File: config.mk
export PLATFORM = sky130hd
export DESIGN_NAME = cpc_power_ctrl
export DESIGN_NICKNAME = d
export VERILOG_FILES = /design/src/core/cpc_pkg.sv /design/src/core/cpc_clk_div.sv /design/src/core/cpc_power_ctrl.sv
export VERILOG_INCLUDE_DIRS = /design/src /design/src/core
export SDC_FILE = /design/constraint.sdc
export NUM_CORES = 1
export LEC_CHECK = 0
export ABC_AREA = 1
export ABC_CLOCK_PERIOD_IN_PS = 1950
export BUFFER_PORTS_ARGS = -buffer_cell sky130_fd_sc_hd__buf_2
export CAP_MARGIN = 5
export CORE_ASPECT_RATIO = 1.2
export CORE_MARGIN = 2
export CORE_UTILIZATION = 54
export DETAILED_ROUTE_END_ITERATION = 6
export GPL_TIMING_DRIVEN = 0
export HOLD_SLACK_MARGIN = 0.1
export PLACE_DENSITY = 0.8
export SLEW_MARGIN = 40
export SYNTH_ARGS = -nofsm -noshare
export SYNTH_HDL_FRONTEND = slang
export SYNTH_SLANG_ARGS = --single-unit
File: constraint.sdc
create_clock -name aclk -period 1.95 [get_ports aclk]
set_clock_uncertainty 0.15 [all_clocks]
set_input_delay 0.39 -clock aclk [delete_from_list [all_inputs] [get_ports aclk]]
set_output_delay 0.39 -clock aclk [all_outputs]
set_load 0.01 [all_outputs]
File: src/core/cpc_defines.svh
/*
 * Constants of the processor clock divisor and power control block:
 * register indices, field positions, reset values and timing counts.
 * Assumes it is included by bare name wherever these names are needed.
 */
`ifndef CPC_DEFINES_SVH
`define CPC_DEFINES_SVH

// Register indices; the byte address on the bus is four times the index.
`define CPC_ADDR_W 18
`define CPC_IDX_W 16
`define CPC_IDX_DIV 16'hc008
`define CPC_IDX_PWR 16'hc00a
`define CPC_IDX_STS 16'hc010
`define CPC_IDX_MSK 16'hc012

// Register widths and reset values.
`define CPC_REG_W 16
`define CPC_DIV_W 4
`define CPC_DIV_RESET 4'hf
`define CPC_PWR_RESET 16'h0000
`define CPC_EN_MASK 16'hfb90

// Power register bit positions.
`define CPC_B_HALT 0
`define CPC_B_SLEEP 1
`define CPC_B_BOOST 2
`define CPC_B_PIN 4
`define CPC_B_HOST 7
`define CPC_B_SPI 8
`define CPC_B_SER 9
`define CPC_B_OTG 11
`define CPC_B_USB 12

// Positions in the synchronised pin vector.
`define CPC_P_USB 0
`define CPC_P_OTGV 4
`define CPC_P_OTGID 5
`define CPC_P_SER 6
`define CPC_P_SPI 7
`define CPC_P_HOST 8
`define CPC_P_GPIO 9
`define CPC_P_BOOST 11
`define CPC_PIN_N 12

// Interrupt status bits.
`define CPC_S_OTG 0
`define CPC_S_SER 1
`define CPC_S_SPI 2
`define CPC_S_HOST 3
`define CPC_S_PIN 4
`define CPC_S_HALT 5
`define CPC_STS_W 6

// Bus responses.
`define CPC_RESP_OK 2'h0
`define CPC_RESP_ERR 2'h2

// Timing: clock period and longest wake-to-execution time.
`define CPC_CLK_NS 10
`define CPC_RESUME_NS 500000
`define CPC_RESUME_CYC (`CPC_RESUME_NS / `CPC_CLK_NS)
`define CPC_CNT_W 16

`endif

File: src/core/cpc_pkg.sv
/*
 * Types of the processor clock divisor and power control block.
 * Assumes cpc_defines.svh is on the include path.
 */
`include "cpc_defines.svh"

package cpc_pkg;

	typedef enum logic [1:0] {
		CPC_RUN,
		CPC_HALT,
		CPC_SLEEP,
		CPC_WAKE
	} cpc_mode_t;

	typedef enum logic [2:0] {
		CPC_R_NONE,
		CPC_R_DIV,
		CPC_R_PWR,
		CPC_R_STS,
		CPC_R_MSK
	} cpc_reg_t;

	typedef struct packed {
		cpc_mode_t mode;
		logic [`CPC_DIV_W-1:0] div;
		logic [`CPC_REG_W-1:0] wake_en;
		logic [`CPC_STS_W-1:0] sts;
		logic [`CPC_STS_W-1:0] msk;
		logic [`CPC_PIN_N-1:0] sync1;
		logic [`CPC_PIN_N-1:0] sync2;
		logic [`CPC_PIN_N-1:0] prev;
		logic [`CPC_CNT_W-1:0] wake_cnt;
		logic otg_irq;
		logic drop_ser;
		logic drop_spi;
		logic aw_got;
		logic w_got;
		logic [`CPC_IDX_W-1:0] awidx;
		logic [`CPC_REG_W-1:0] wdata;
		logic [1:0] wstrb;
		logic bvalid;
		logic [1:0] bresp;
		logic rvalid;
		logic [`CPC_REG_W-1:0] rdata;
		logic [1:0] rresp;
	} cpc_state_t;

	typedef struct packed {
		logic [`CPC_DIV_W-1:0] cnt;
		logic [`CPC_DIV_W-1:0] div;
		logic tick;
	} cpc_div_state_t;

endpackage

File: src/core/cpc_clk_div.sv
/*
 * Processor clock enable divider: one tick every divisor+1 cycles.
 * Assumes a divisor from the register file on the same clock.
 */
`timescale 1ns/1ps
`default_nettype none
`include "cpc_defines.svh"

module cpc_clk_div (
	// Clock and reset.
	input wire logic aclk,
	input wire logic aresetn,
	// Control.
	input wire logic run,
	input wire logic [`CPC_DIV_W-1:0] divisor,
	// Processor clock enable.
	output logic tick
);

	cpc_pkg::cpc_div_state_t st;
	cpc_pkg::cpc_div_state_t next_st;

	// A new divisor is only taken at the end of a divided period.
	always_comb begin
		next_st = st;
		next_st.tick = 1'b0;
		if (run) begin
			if (st.cnt == st.div) begin
				next_st.tick = 1'b1;
				next_st.cnt = '0;
				next_st.div = divisor;
			end else begin
				next_st.cnt = st.cnt + 1'b1;
			end
		end
	end

	always_ff @(posedge aclk) begin
		if (!aresetn) begin
			st.cnt <= '0;
			st.div <= `CPC_DIV_RESET;
			st.tick <= 1'b0;
		end else begin
			st <= next_st;
		end
	end

	assign tick = st.tick;
endmodule
`default_nettype wire

File: src/core/cpc_power_ctrl.sv
/*
 * Processor clock divisor and power control block with an AXI4-Lite
 * register slave, sleep and halt control, wake detection and a
 * sticky wake interrupt. Assumes wake pins are asynchronous and that
 * the interrupt controller gives an enabled-interrupt level on aclk.
 */
// Added by the designer: the AXI4-Lite slave port.
// Summary of operation
// - Divisor N gives processor rate clock/(N+1).
// - Divisor slows the processor only, peripherals full.
// - Sleep, halt and per-source wake enables.
// - Port line transitions wake without processor interrupt.
// - OTG valid or ID change wakes, interrupt.
// - Serial receive transition wakes from sleep.
// - Select falling edge wakes from sleep.
// - Byte causing serial or select wake dropped.
// - Host port read wakes from sleep.
// - Either general pin transition wakes from sleep.
// - Bit two reads booster not ok.
// - Writing sleep stops clock, powers down analog.
// - Sleep freezes counters, timers and PWM levels.
// - Enabled activity ends sleep; resume within bound.
// - Writing halt stops only the processor.
// - Any enabled interrupt ends halt.
`timescale 1ns/1ps
`default_nettype none
`include "cpc_defines.svh"

module cpc_power_ctrl #(
	parameter int unsigned RESUME_CYCLES = `CPC_RESUME_CYC
) (
	// Clock and reset.
	input wire logic aclk,
	input wire logic aresetn,
	// AXI4-Lite write channels.
	input wire logic [`CPC_ADDR_W-1:0] awaddr,
	input wire logic awvalid,
	output logic awready,
	input wire logic [31:0] wdata,
	input wire logic [3:0] wstrb,
	input wire logic wvalid,
	output logic wready,
	output logic [1:0] bresp,
	output logic bvalid,
	input wire logic bready,
	// AXI4-Lite read channels.
	input wire logic [`CPC_ADDR_W-1:0] araddr,
	input wire logic arvalid,
	output logic arready,
	output logic [31:0] rdata,
	output logic [1:0] rresp,
	output logic rvalid,
	input wire logic rready,
	// Wake sources and status pins.
	input wire logic [3:0] usb_line,
	input wire logic otg_vbus_valid,
	input wire logic otg_id,
	input wire logic fast_serial_rx,
	input wire logic spi_select_low,
	input wire logic parallel_host_port_rd,
	input wire logic [1:0] gpio_wake_pin,
	input wire logic booster_not_ok,
	// Enabled interrupt from the interrupt controller.
	input wire logic irq_pending,
	// Clock and power controls.
	output logic cpu_clk_en,
	output logic periph_run,
	output logic counters_freeze,
	output logic pwm_hold,
	output logic booster_pd,
	output logic charge_pump_pd,
	output logic usb_xcvr_pd,
	// Wake side effects and interrupt.
	output logic otg_irq_line,
	output logic drop_serial_byte,
	output logic drop_spi_byte,
	output logic irq
);

	cpc_pkg::cpc_state_t st;
	cpc_pkg::cpc_state_t next_st;
	logic div_tick;
	logic sleeping;
	logic [`CPC_PIN_N-1:0] edge_any;
	logic usb_hit;
	logic otg_hit;
	logic ser_hit;
	logic spi_hit;
	logic host_hit;
	logic pin_hit;
	logic wake_hit;
	logic wr_now;
	logic wr_pwr;
	logic [`CPC_REG_W-1:0] wr_val;

	function automatic cpc_pkg::cpc_reg_t reg_decode(
		input logic [`CPC_IDX_W-1:0] idx
	);
		case (idx)
			`CPC_IDX_DIV: reg_decode = cpc_pkg::CPC_R_DIV;
			`CPC_IDX_PWR: reg_decode = cpc_pkg::CPC_R_PWR;
			`CPC_IDX_STS: reg_decode = cpc_pkg::CPC_R_STS;
			`CPC_IDX_MSK: reg_decode = cpc_pkg::CPC_R_MSK;
			default: reg_decode = cpc_pkg::CPC_R_NONE;
		endcase
	endfunction

	// Byte lanes 0 and 1 merge into a 16-bit register.
	function automatic logic [`CPC_REG_W-1:0] lane_merge(
		input logic [`CPC_REG_W-1:0] old,
		input logic [`CPC_REG_W-1:0] val,
		input logic [1:0] strb
	);
		lane_merge = old;
		if (strb[0]) begin
			lane_merge[7:0] = val[7:0];
		end
		if (strb[1]) begin
			lane_merge[15:8] = val[15:8];
		end
	endfunction

	cpc_clk_div u_div (
		.aclk(aclk),
		.aresetn(aresetn),
		.run(st.mode != cpc_pkg::CPC_SLEEP),
		.divisor(st.div),
		.tick(div_tick)
	);

	assign sleeping = st.mode == cpc_pkg::CPC_SLEEP;
	assign edge_any = st.sync2 ^ st.prev;
	assign wr_now = st.aw_got && st.w_got;
	assign wr_pwr = wr_now && reg_decode(st.awidx) == cpc_pkg::CPC_R_PWR;
	assign wr_val = lane_merge('0, st.wdata, st.wstrb);

	// Wake sources count only while asleep.
	always_comb begin
		usb_hit = |(edge_any[`CPC_P_USB +: 4] & st.wake_en[`CPC_B_USB +: 4]);
		otg_hit = st.wake_en[`CPC_B_OTG] &&
			(edge_any[`CPC_P_OTGV] || edge_any[`CPC_P_OTGID]);
		ser_hit = st.wake_en[`CPC_B_SER] && edge_any[`CPC_P_SER];
		spi_hit = st.wake_en[`CPC_B_SPI] && st.prev[`CPC_P_SPI] &&
			!st.sync2[`CPC_P_SPI];
		host_hit = st.wake_en[`CPC_B_HOST] && !st.prev[`CPC_P_HOST] &&
			st.sync2[`CPC_P_HOST];
		pin_hit = st.wake_en[`CPC_B_PIN] && |edge_any[`CPC_P_GPIO +: 2];
		wake_hit = sleeping && (usb_hit || otg_hit || ser_hit || spi_hit ||
			host_hit || pin_hit);
	end

	always_comb begin
		logic [`CPC_STS_W-1:0] sts_set;
		logic [`CPC_STS_W-1:0] sts_clr;
		sts_set = '0;
		sts_clr = '0;
		next_st = st;
		// Pins pass two flops; the third stage is kept for edges.
		next_st.sync1 = {booster_not_ok, gpio_wake_pin, parallel_host_port_rd,
			spi_select_low, fast_serial_rx, otg_id, otg_vbus_valid, usb_line};
		next_st.sync2 = st.sync1;
		next_st.prev = st.sync2;
		next_st.otg_irq = 1'b0;
		next_st.drop_ser = 1'b0;
		next_st.drop_spi = 1'b0;

		// Write address and data are taken in either order.
		if (awvalid && awready) begin
			next_st.aw_got = 1'b1;
			next_st.awidx = awaddr[`CPC_ADDR_W-1:2];
		end
		if (wvalid && wready) begin
			next_st.w_got = 1'b1;
			next_st.wdata = wdata[`CPC_REG_W-1:0];
			next_st.wstrb = wstrb[1:0];
		end
		if (wr_now) begin
			next_st.aw_got = 1'b0;
			next_st.w_got = 1'b0;
			next_st.bvalid = 1'b1;
			next_st.bresp = `CPC_RESP_OK;
			case (reg_decode(st.awidx))
				cpc_pkg::CPC_R_DIV: begin
					if (st.wstrb[0]) begin
						next_st.div = wr_val[`CPC_DIV_W-1:0];
					end
				end
				cpc_pkg::CPC_R_PWR: begin
					// Reserved and mode bits are not stored.
					next_st.wake_en = lane_merge(st.wake_en,
						st.wdata & `CPC_EN_MASK, st.wstrb) & `CPC_EN_MASK;
				end
				cpc_pkg::CPC_R_STS: begin
					sts_clr = wr_val[`CPC_STS_W-1:0];
				end
				cpc_pkg::CPC_R_MSK: begin
					next_st.msk = wr_val[`CPC_STS_W-1:0];
				end
				default: begin
					next_st.bresp = `CPC_RESP_ERR;
				end
			endcase
		end else if (st.bvalid && bready) begin
			next_st.bvalid = 1'b0;
		end

		// Reads answer one cycle after the address is taken.
		if (arvalid && arready) begin
			next_st.rvalid = 1'b1;
			next_st.rresp = `CPC_RESP_OK;
			case (reg_decode(araddr[`CPC_ADDR_W-1:2]))
				cpc_pkg::CPC_R_DIV: begin
					next_st.rdata = {12'h000, st.div};
				end
				cpc_pkg::CPC_R_PWR: begin
					next_st.rdata = st.wake_en;
					next_st.rdata[`CPC_B_BOOST] = st.sync2[`CPC_P_BOOST];
					next_st.rdata[`CPC_B_SLEEP] = sleeping;
					next_st.rdata[`CPC_B_HALT] = st.mode == cpc_pkg::CPC_HALT;
				end
				cpc_pkg::CPC_R_STS: begin
					next_st.rdata = {10'h000, st.sts};
				end
				cpc_pkg::CPC_R_MSK: begin
					next_st.rdata = {10'h000, st.msk};
				end
				default: begin
					next_st.rdata = '0;
					next_st.rresp = `CPC_RESP_ERR;
				end
			endcase
		end else if (st.rvalid && rready) begin
			next_st.rvalid = 1'b0;
		end

		case (st.mode)
			cpc_pkg::CPC_RUN: begin
				if (wr_pwr && wr_val[`CPC_B_SLEEP]) begin
					next_st.mode = cpc_pkg::CPC_SLEEP;
				end else if (wr_pwr && wr_val[`CPC_B_HALT]) begin
					next_st.mode = cpc_pkg::CPC_HALT;
				end
			end
			cpc_pkg::CPC_HALT: begin
				if (irq_pending) begin
					next_st.mode = cpc_pkg::CPC_RUN;
					sts_set[`CPC_S_HALT] = 1'b1;
				end
			end
			cpc_pkg::CPC_SLEEP: begin
				if (wake_hit) begin
					next_st.mode = cpc_pkg::CPC_WAKE;
					next_st.wake_cnt = '0;
				end
				// Port wakes set no status bit and raise nothing.
				next_st.otg_irq = otg_hit;
				next_st.drop_ser = ser_hit;
				next_st.drop_spi = spi_hit;
				sts_set[`CPC_S_OTG] = otg_hit;
				sts_set[`CPC_S_SER] = ser_hit;
				sts_set[`CPC_S_SPI] = spi_hit;
				sts_set[`CPC_S_HOST] = host_hit;
				sts_set[`CPC_S_PIN] = pin_hit;
			end
			cpc_pkg::CPC_WAKE: begin
				// Clocks run again; the processor waits for the rails.
				if (st.wake_cnt >= `CPC_CNT_W'(RESUME_CYCLES - 1)) begin
					next_st.mode = cpc_pkg::CPC_RUN;
				end else begin
					next_st.wake_cnt = st.wake_cnt + 1'b1;
				end
			end
			default: begin
				next_st.mode = cpc_pkg::CPC_RUN;
			end
		endcase

		// A new event wins over a clear in the same cycle.
		next_st.sts = (st.sts & ~sts_clr) | sts_set;
	end

	always_ff @(posedge aclk) begin
		if (!aresetn) begin
			st <= '0;
			st.mode <= cpc_pkg::CPC_RUN;
			st.div <= `CPC_DIV_RESET;
			st.wake_en <= `CPC_PWR_RESET;
		end else begin
			st <= next_st;
		end
	end

	assign awready = !st.aw_got && !st.bvalid;
	assign wready = !st.w_got && !st.bvalid;
	assign bvalid = st.bvalid;
	assign bresp = st.bresp;
	assign arready = !st.rvalid;
	assign rvalid = st.rvalid;
	assign rresp = st.rresp;
	assign rdata = {16'h0000, st.rdata};

	// Only the processor sees the divided rate.
	assign cpu_clk_en = div_tick && st.mode == cpc_pkg::CPC_RUN;
	assign periph_run = !sleeping;
	assign counters_freeze = sleeping;
	assign pwm_hold = sleeping;
	assign booster_pd = sleeping;
	assign charge_pump_pd = sleeping;
	assign usb_xcvr_pd = sleeping;
	assign otg_irq_line = st.otg_irq;
	assign drop_serial_byte = st.drop_ser;
	assign drop_spi_byte = st.drop_spi;
	assign irq = |(st.sts & st.msk);
endmodule
`default_nettype wire

==> flow_metrics.env <==
export IMPL_status="finished clean"
export IMPL_num_antenna_cells=0
export IMPL_start_util_pct=55.1
export IMPL_cp_end_kind="output pin"
export IMPL_vdd_drop_max_mv=0.539
export IMPL_power_frac_clock_pct=45.8
export IMPL_synth_common_cells="nand2_1, dfxtp_1, nor2_1"
export IMPL_start_kind="register"
export IMPL_cts_buffers=17
export IMPL_fp_dieW_um=103
export IMPL_fin_crit_sh_pct=99.2
export IMPL_cts_sinks=142
export IMPL_antenna_found_initial=0
export IMPL_cp_startpoint="st[145]"
export IMPL_clk_latency_ns=0.42
export IMPL_max_stage_delay_ns=0.39
export IMPL_p_seq_share_pct=45.9
export IMPL_cp_slowest_cell="dfxtp_2"
export IMPL_place_gp_congestion=0.893
export IMPL_maxCapViolCount=0
export IMPL_grt_max_degree=17
export IMPL_cp_top_family="buffers and inverters"
export IMPL_cts_htree_levels=4
export IMPL_setup_tns_ns=0
export IMPL_die_area_mm2=0.0126
export IMPL_hold_start="awaddr[2]"
export IMPL_yosysTopAreaCellShare_pct=44.8
export IMPL_crit_path_max_fanout=14
export IMPL_synth_edf_count=0
export IMPL_syn_avg_cell_area_um2=7.06
export IMPL_placement_cell_area_mm2=0.00710
export IMPL_die_h_um=123
export IMPL_nets=1169
export IMPL_grt_pass1_wl_um=25500
export IMPL_setup_viol_count_final=0
export IMPL_syn_inst=898
export IMPL_grt_total_usage_pct=25.7
export IMPL_top_level_ports=144
export IMPL_via_per_inst=4.97
export IMPL_clk_path_buf_depth=2
export IMPL_r2r_setup_slack_ns=0.08
export IMPL_p_sw_uw=1630
export IMPL_clkSlewWorstSetupHoldPaths_ns=0.06
export IMPL_maxSlewViolCount=0
export IMPL_seq_area_frac_synth_pct=44.8
export IMPL_power_density_mw_per_mm2=822
export IMPL_ant_nets=0
export IMPL_switching_share_pct=24.4
export IMPL_cts_root_buffer="clkbuf_16"
export IMPL_cts_tree="built"
export IMPL_yosysMostFrequentCell="nand2_1"
export IMPL_wl_per_cell_um=12.7
export IMPL_drive_gt1_share_pct=20.0
export IMPL_synth_cell_types=39
export IMPL_drc=0
export IMPL_synth_area_leader_cell="dfxtp_1"
export IMPL_reg2reg_from="st[43]"
export IMPL_maxClockFrequency_mhz=517
export IMPL_rows=43
export IMPL_synth_ff_type="dfxtp_1"
export IMPL_yosys_top_cells_area="dfxtp_1, nand2_1, nor2_1, inv_1, a21oi_1"
export IMPL_crit_buf_inv=5
export IMPL_syn_to_final_growth_pct=28.7
export IMPL_drt_iter0_drc=326
export IMPL_crit_arrival_ns=1.39
export IMPL_rsz0062_at_grt="yes"
export IMPL_via_count=6190
export IMPL_fin_area_mm2=0.00816
export IMPL_async_reset_ff_share_pct=0
export IMPL_synth_area_mm2=0.00634
export IMPL_path_cells="inv_2, nand2_2, buf_6, inv_8, buf_4, buf_2"
export IMPL_grt_pass1_vias=5728
export IMPL_critPathKind="register to output pin"
export IMPL_ys_ff_latch=142
export IMPL_dpl_hpwl_um=10800
export IMPL_power_leakage_uw=0.00380
export IMPL_hold_viol=0
export IMPL_power_internal_uw=5070
export IMPL_period_needed_ns=1.93
export IMPL_hold_class="input pin to register"
export IMPL_required_ns=1.41
export IMPL_portBuffers=99
export IMPL_ys_warnings_count=0
export IMPL_dr_pass1_iters=5
export IMPL_combPwrFrac_pct=8.3
export IMPL_worst_slew_pin_transition_ns=0.685
export IMPL_overflow=0
export IMPL_slew_headroom_pct=54.3
export IMPL_finalWirelength_um=15900
export IMPL_coreArea_mm2=0.0115
==> metal layers <==
layer	up-vias	share of wire (%)	global-route usage [%]
li1	3155	-	-
met1	2811	41	29.4
met2	184	51	45.6
met3	40	5.4	5.69
met4	0	3.1	11.1
met5	-	0	0
==> power groups by stage <==
stage	Sequential, uW	Combinational [uW]	Clock, uW
final	3080	556	3070
after global routing	3090	630	3230
after CTS	3070	542	3100
after detailed placement	3140	485	0
after global placement	3130	475	0
after floorplan	3120	330	0
==> placed cells by master (no fill, tap or decap), types with 2 or more instances in the layout <==
cell type and instances:
nand2_1 210, nor3_1 16, buf_6 2, nor2_2 7, nor3_2 4, dfxtp_1 137
dfxtp_4 2, inv_1 101, nand4_1 15, nor4_2 2, dfxtp_2 3, clkbuf_8 2
nand3_2 2, conb_1 20, nor2_1 102, o21ai_0 54, inv_6 2, xnor2_1 4
xor2_1 9, clkinvlp_4 5, buf_1 4, a21oi_1 66, o21ai_1 2, buf_2 102
buf_4 45, inv_2 2, clkinv_2 2, nand2_2 4, or2_2 3, o211ai_1 5
clkbuf_16 17, nand3_1 59, clkinv_1 3, clkinv_4 2, dlygate4sd3_1 35, clkbuf_1 19
==> registers in the layout (all words and copies together), names as in the netlist <==
register,cells
rdata,14
rresp,1
next_st,24
bresp,1
otg_irq_line,1
bvalid,1
drop_serial_byte,1
u_div.tick,1
st,88
rvalid,1
drop_spi_byte,1
u_div.st,8
==> final cells by class <==
type,count,area (um^2)
sequential,142,2850
fill,954,3350
clock inverter,12,113
buffer,68,435
inverter,108,415
clock buffer,20,457
multi-input combinational,599,2810
tap,157,196
timing repair buffer,139,883
==> path summary, 6_finish.rpt <==
kind,cells after the start,endpoint
worst min register to register,2,next_st[77]
worst max register to register,9,st[146]
worst min-delay path,3,st[40]
worst max-delay path,6,usb_xcvr_pd
==> cell families (layout without fill, tap and decap cells) <==
| logic type | after synthesis | count (layout) | share of synthesized area, % |
|---|---|---|---|
| adders and majority gates | 2 | 2 | 0.395 |
| AOI/OAI and AO/OA | 133 | 133 | 11.0 |
| DFF | 142 | 142 | 44.8 |
| other | 1 | 20 | 0.0591 |
| xor gates and xnor gates | 13 | 13 | 1.80 |
| buffers and inverters | 176 | 347 | 13.1 |
| and+or+nand+nor | 431 | 431 | 28.8 |
==> worst min-delay path, delay by kind of cell <==
| kind | cells | cell delay, ns |
|---|---|---|
| AOI/OAI and AO/OA | 2 | 0.17 |
| buffers and inverters | 1 | 0.07 |
==> stage by stage <==
stage	instances	total power [uW]	utilization (%)	hold WS, ns	setup WS, ns
after floorplan	917	3450	-	0.240	0.226
after CTS	1242	6710	70.1	0.101	0.00499
after detailed placement	1173	3620	61.7	0.250	-0.219
after global placement	1173	3610	61.7	0.244	-0.207
after global routing	1245	6940	70.9	0.117	-0.0360
final	1245	6710	70.9	0.0979	0.0151
==> repair_timing <==
action                     4_1_cts  5_1_grt
pin swaps                        0        1
hold endpoints to repair        35        0
gates resized for setup          9       22
setup endpoints to repair       16       42
hold buffers                    35        0
setup buffers                    2        3
No activity file was read; power rests on OpenSTA's default activity.
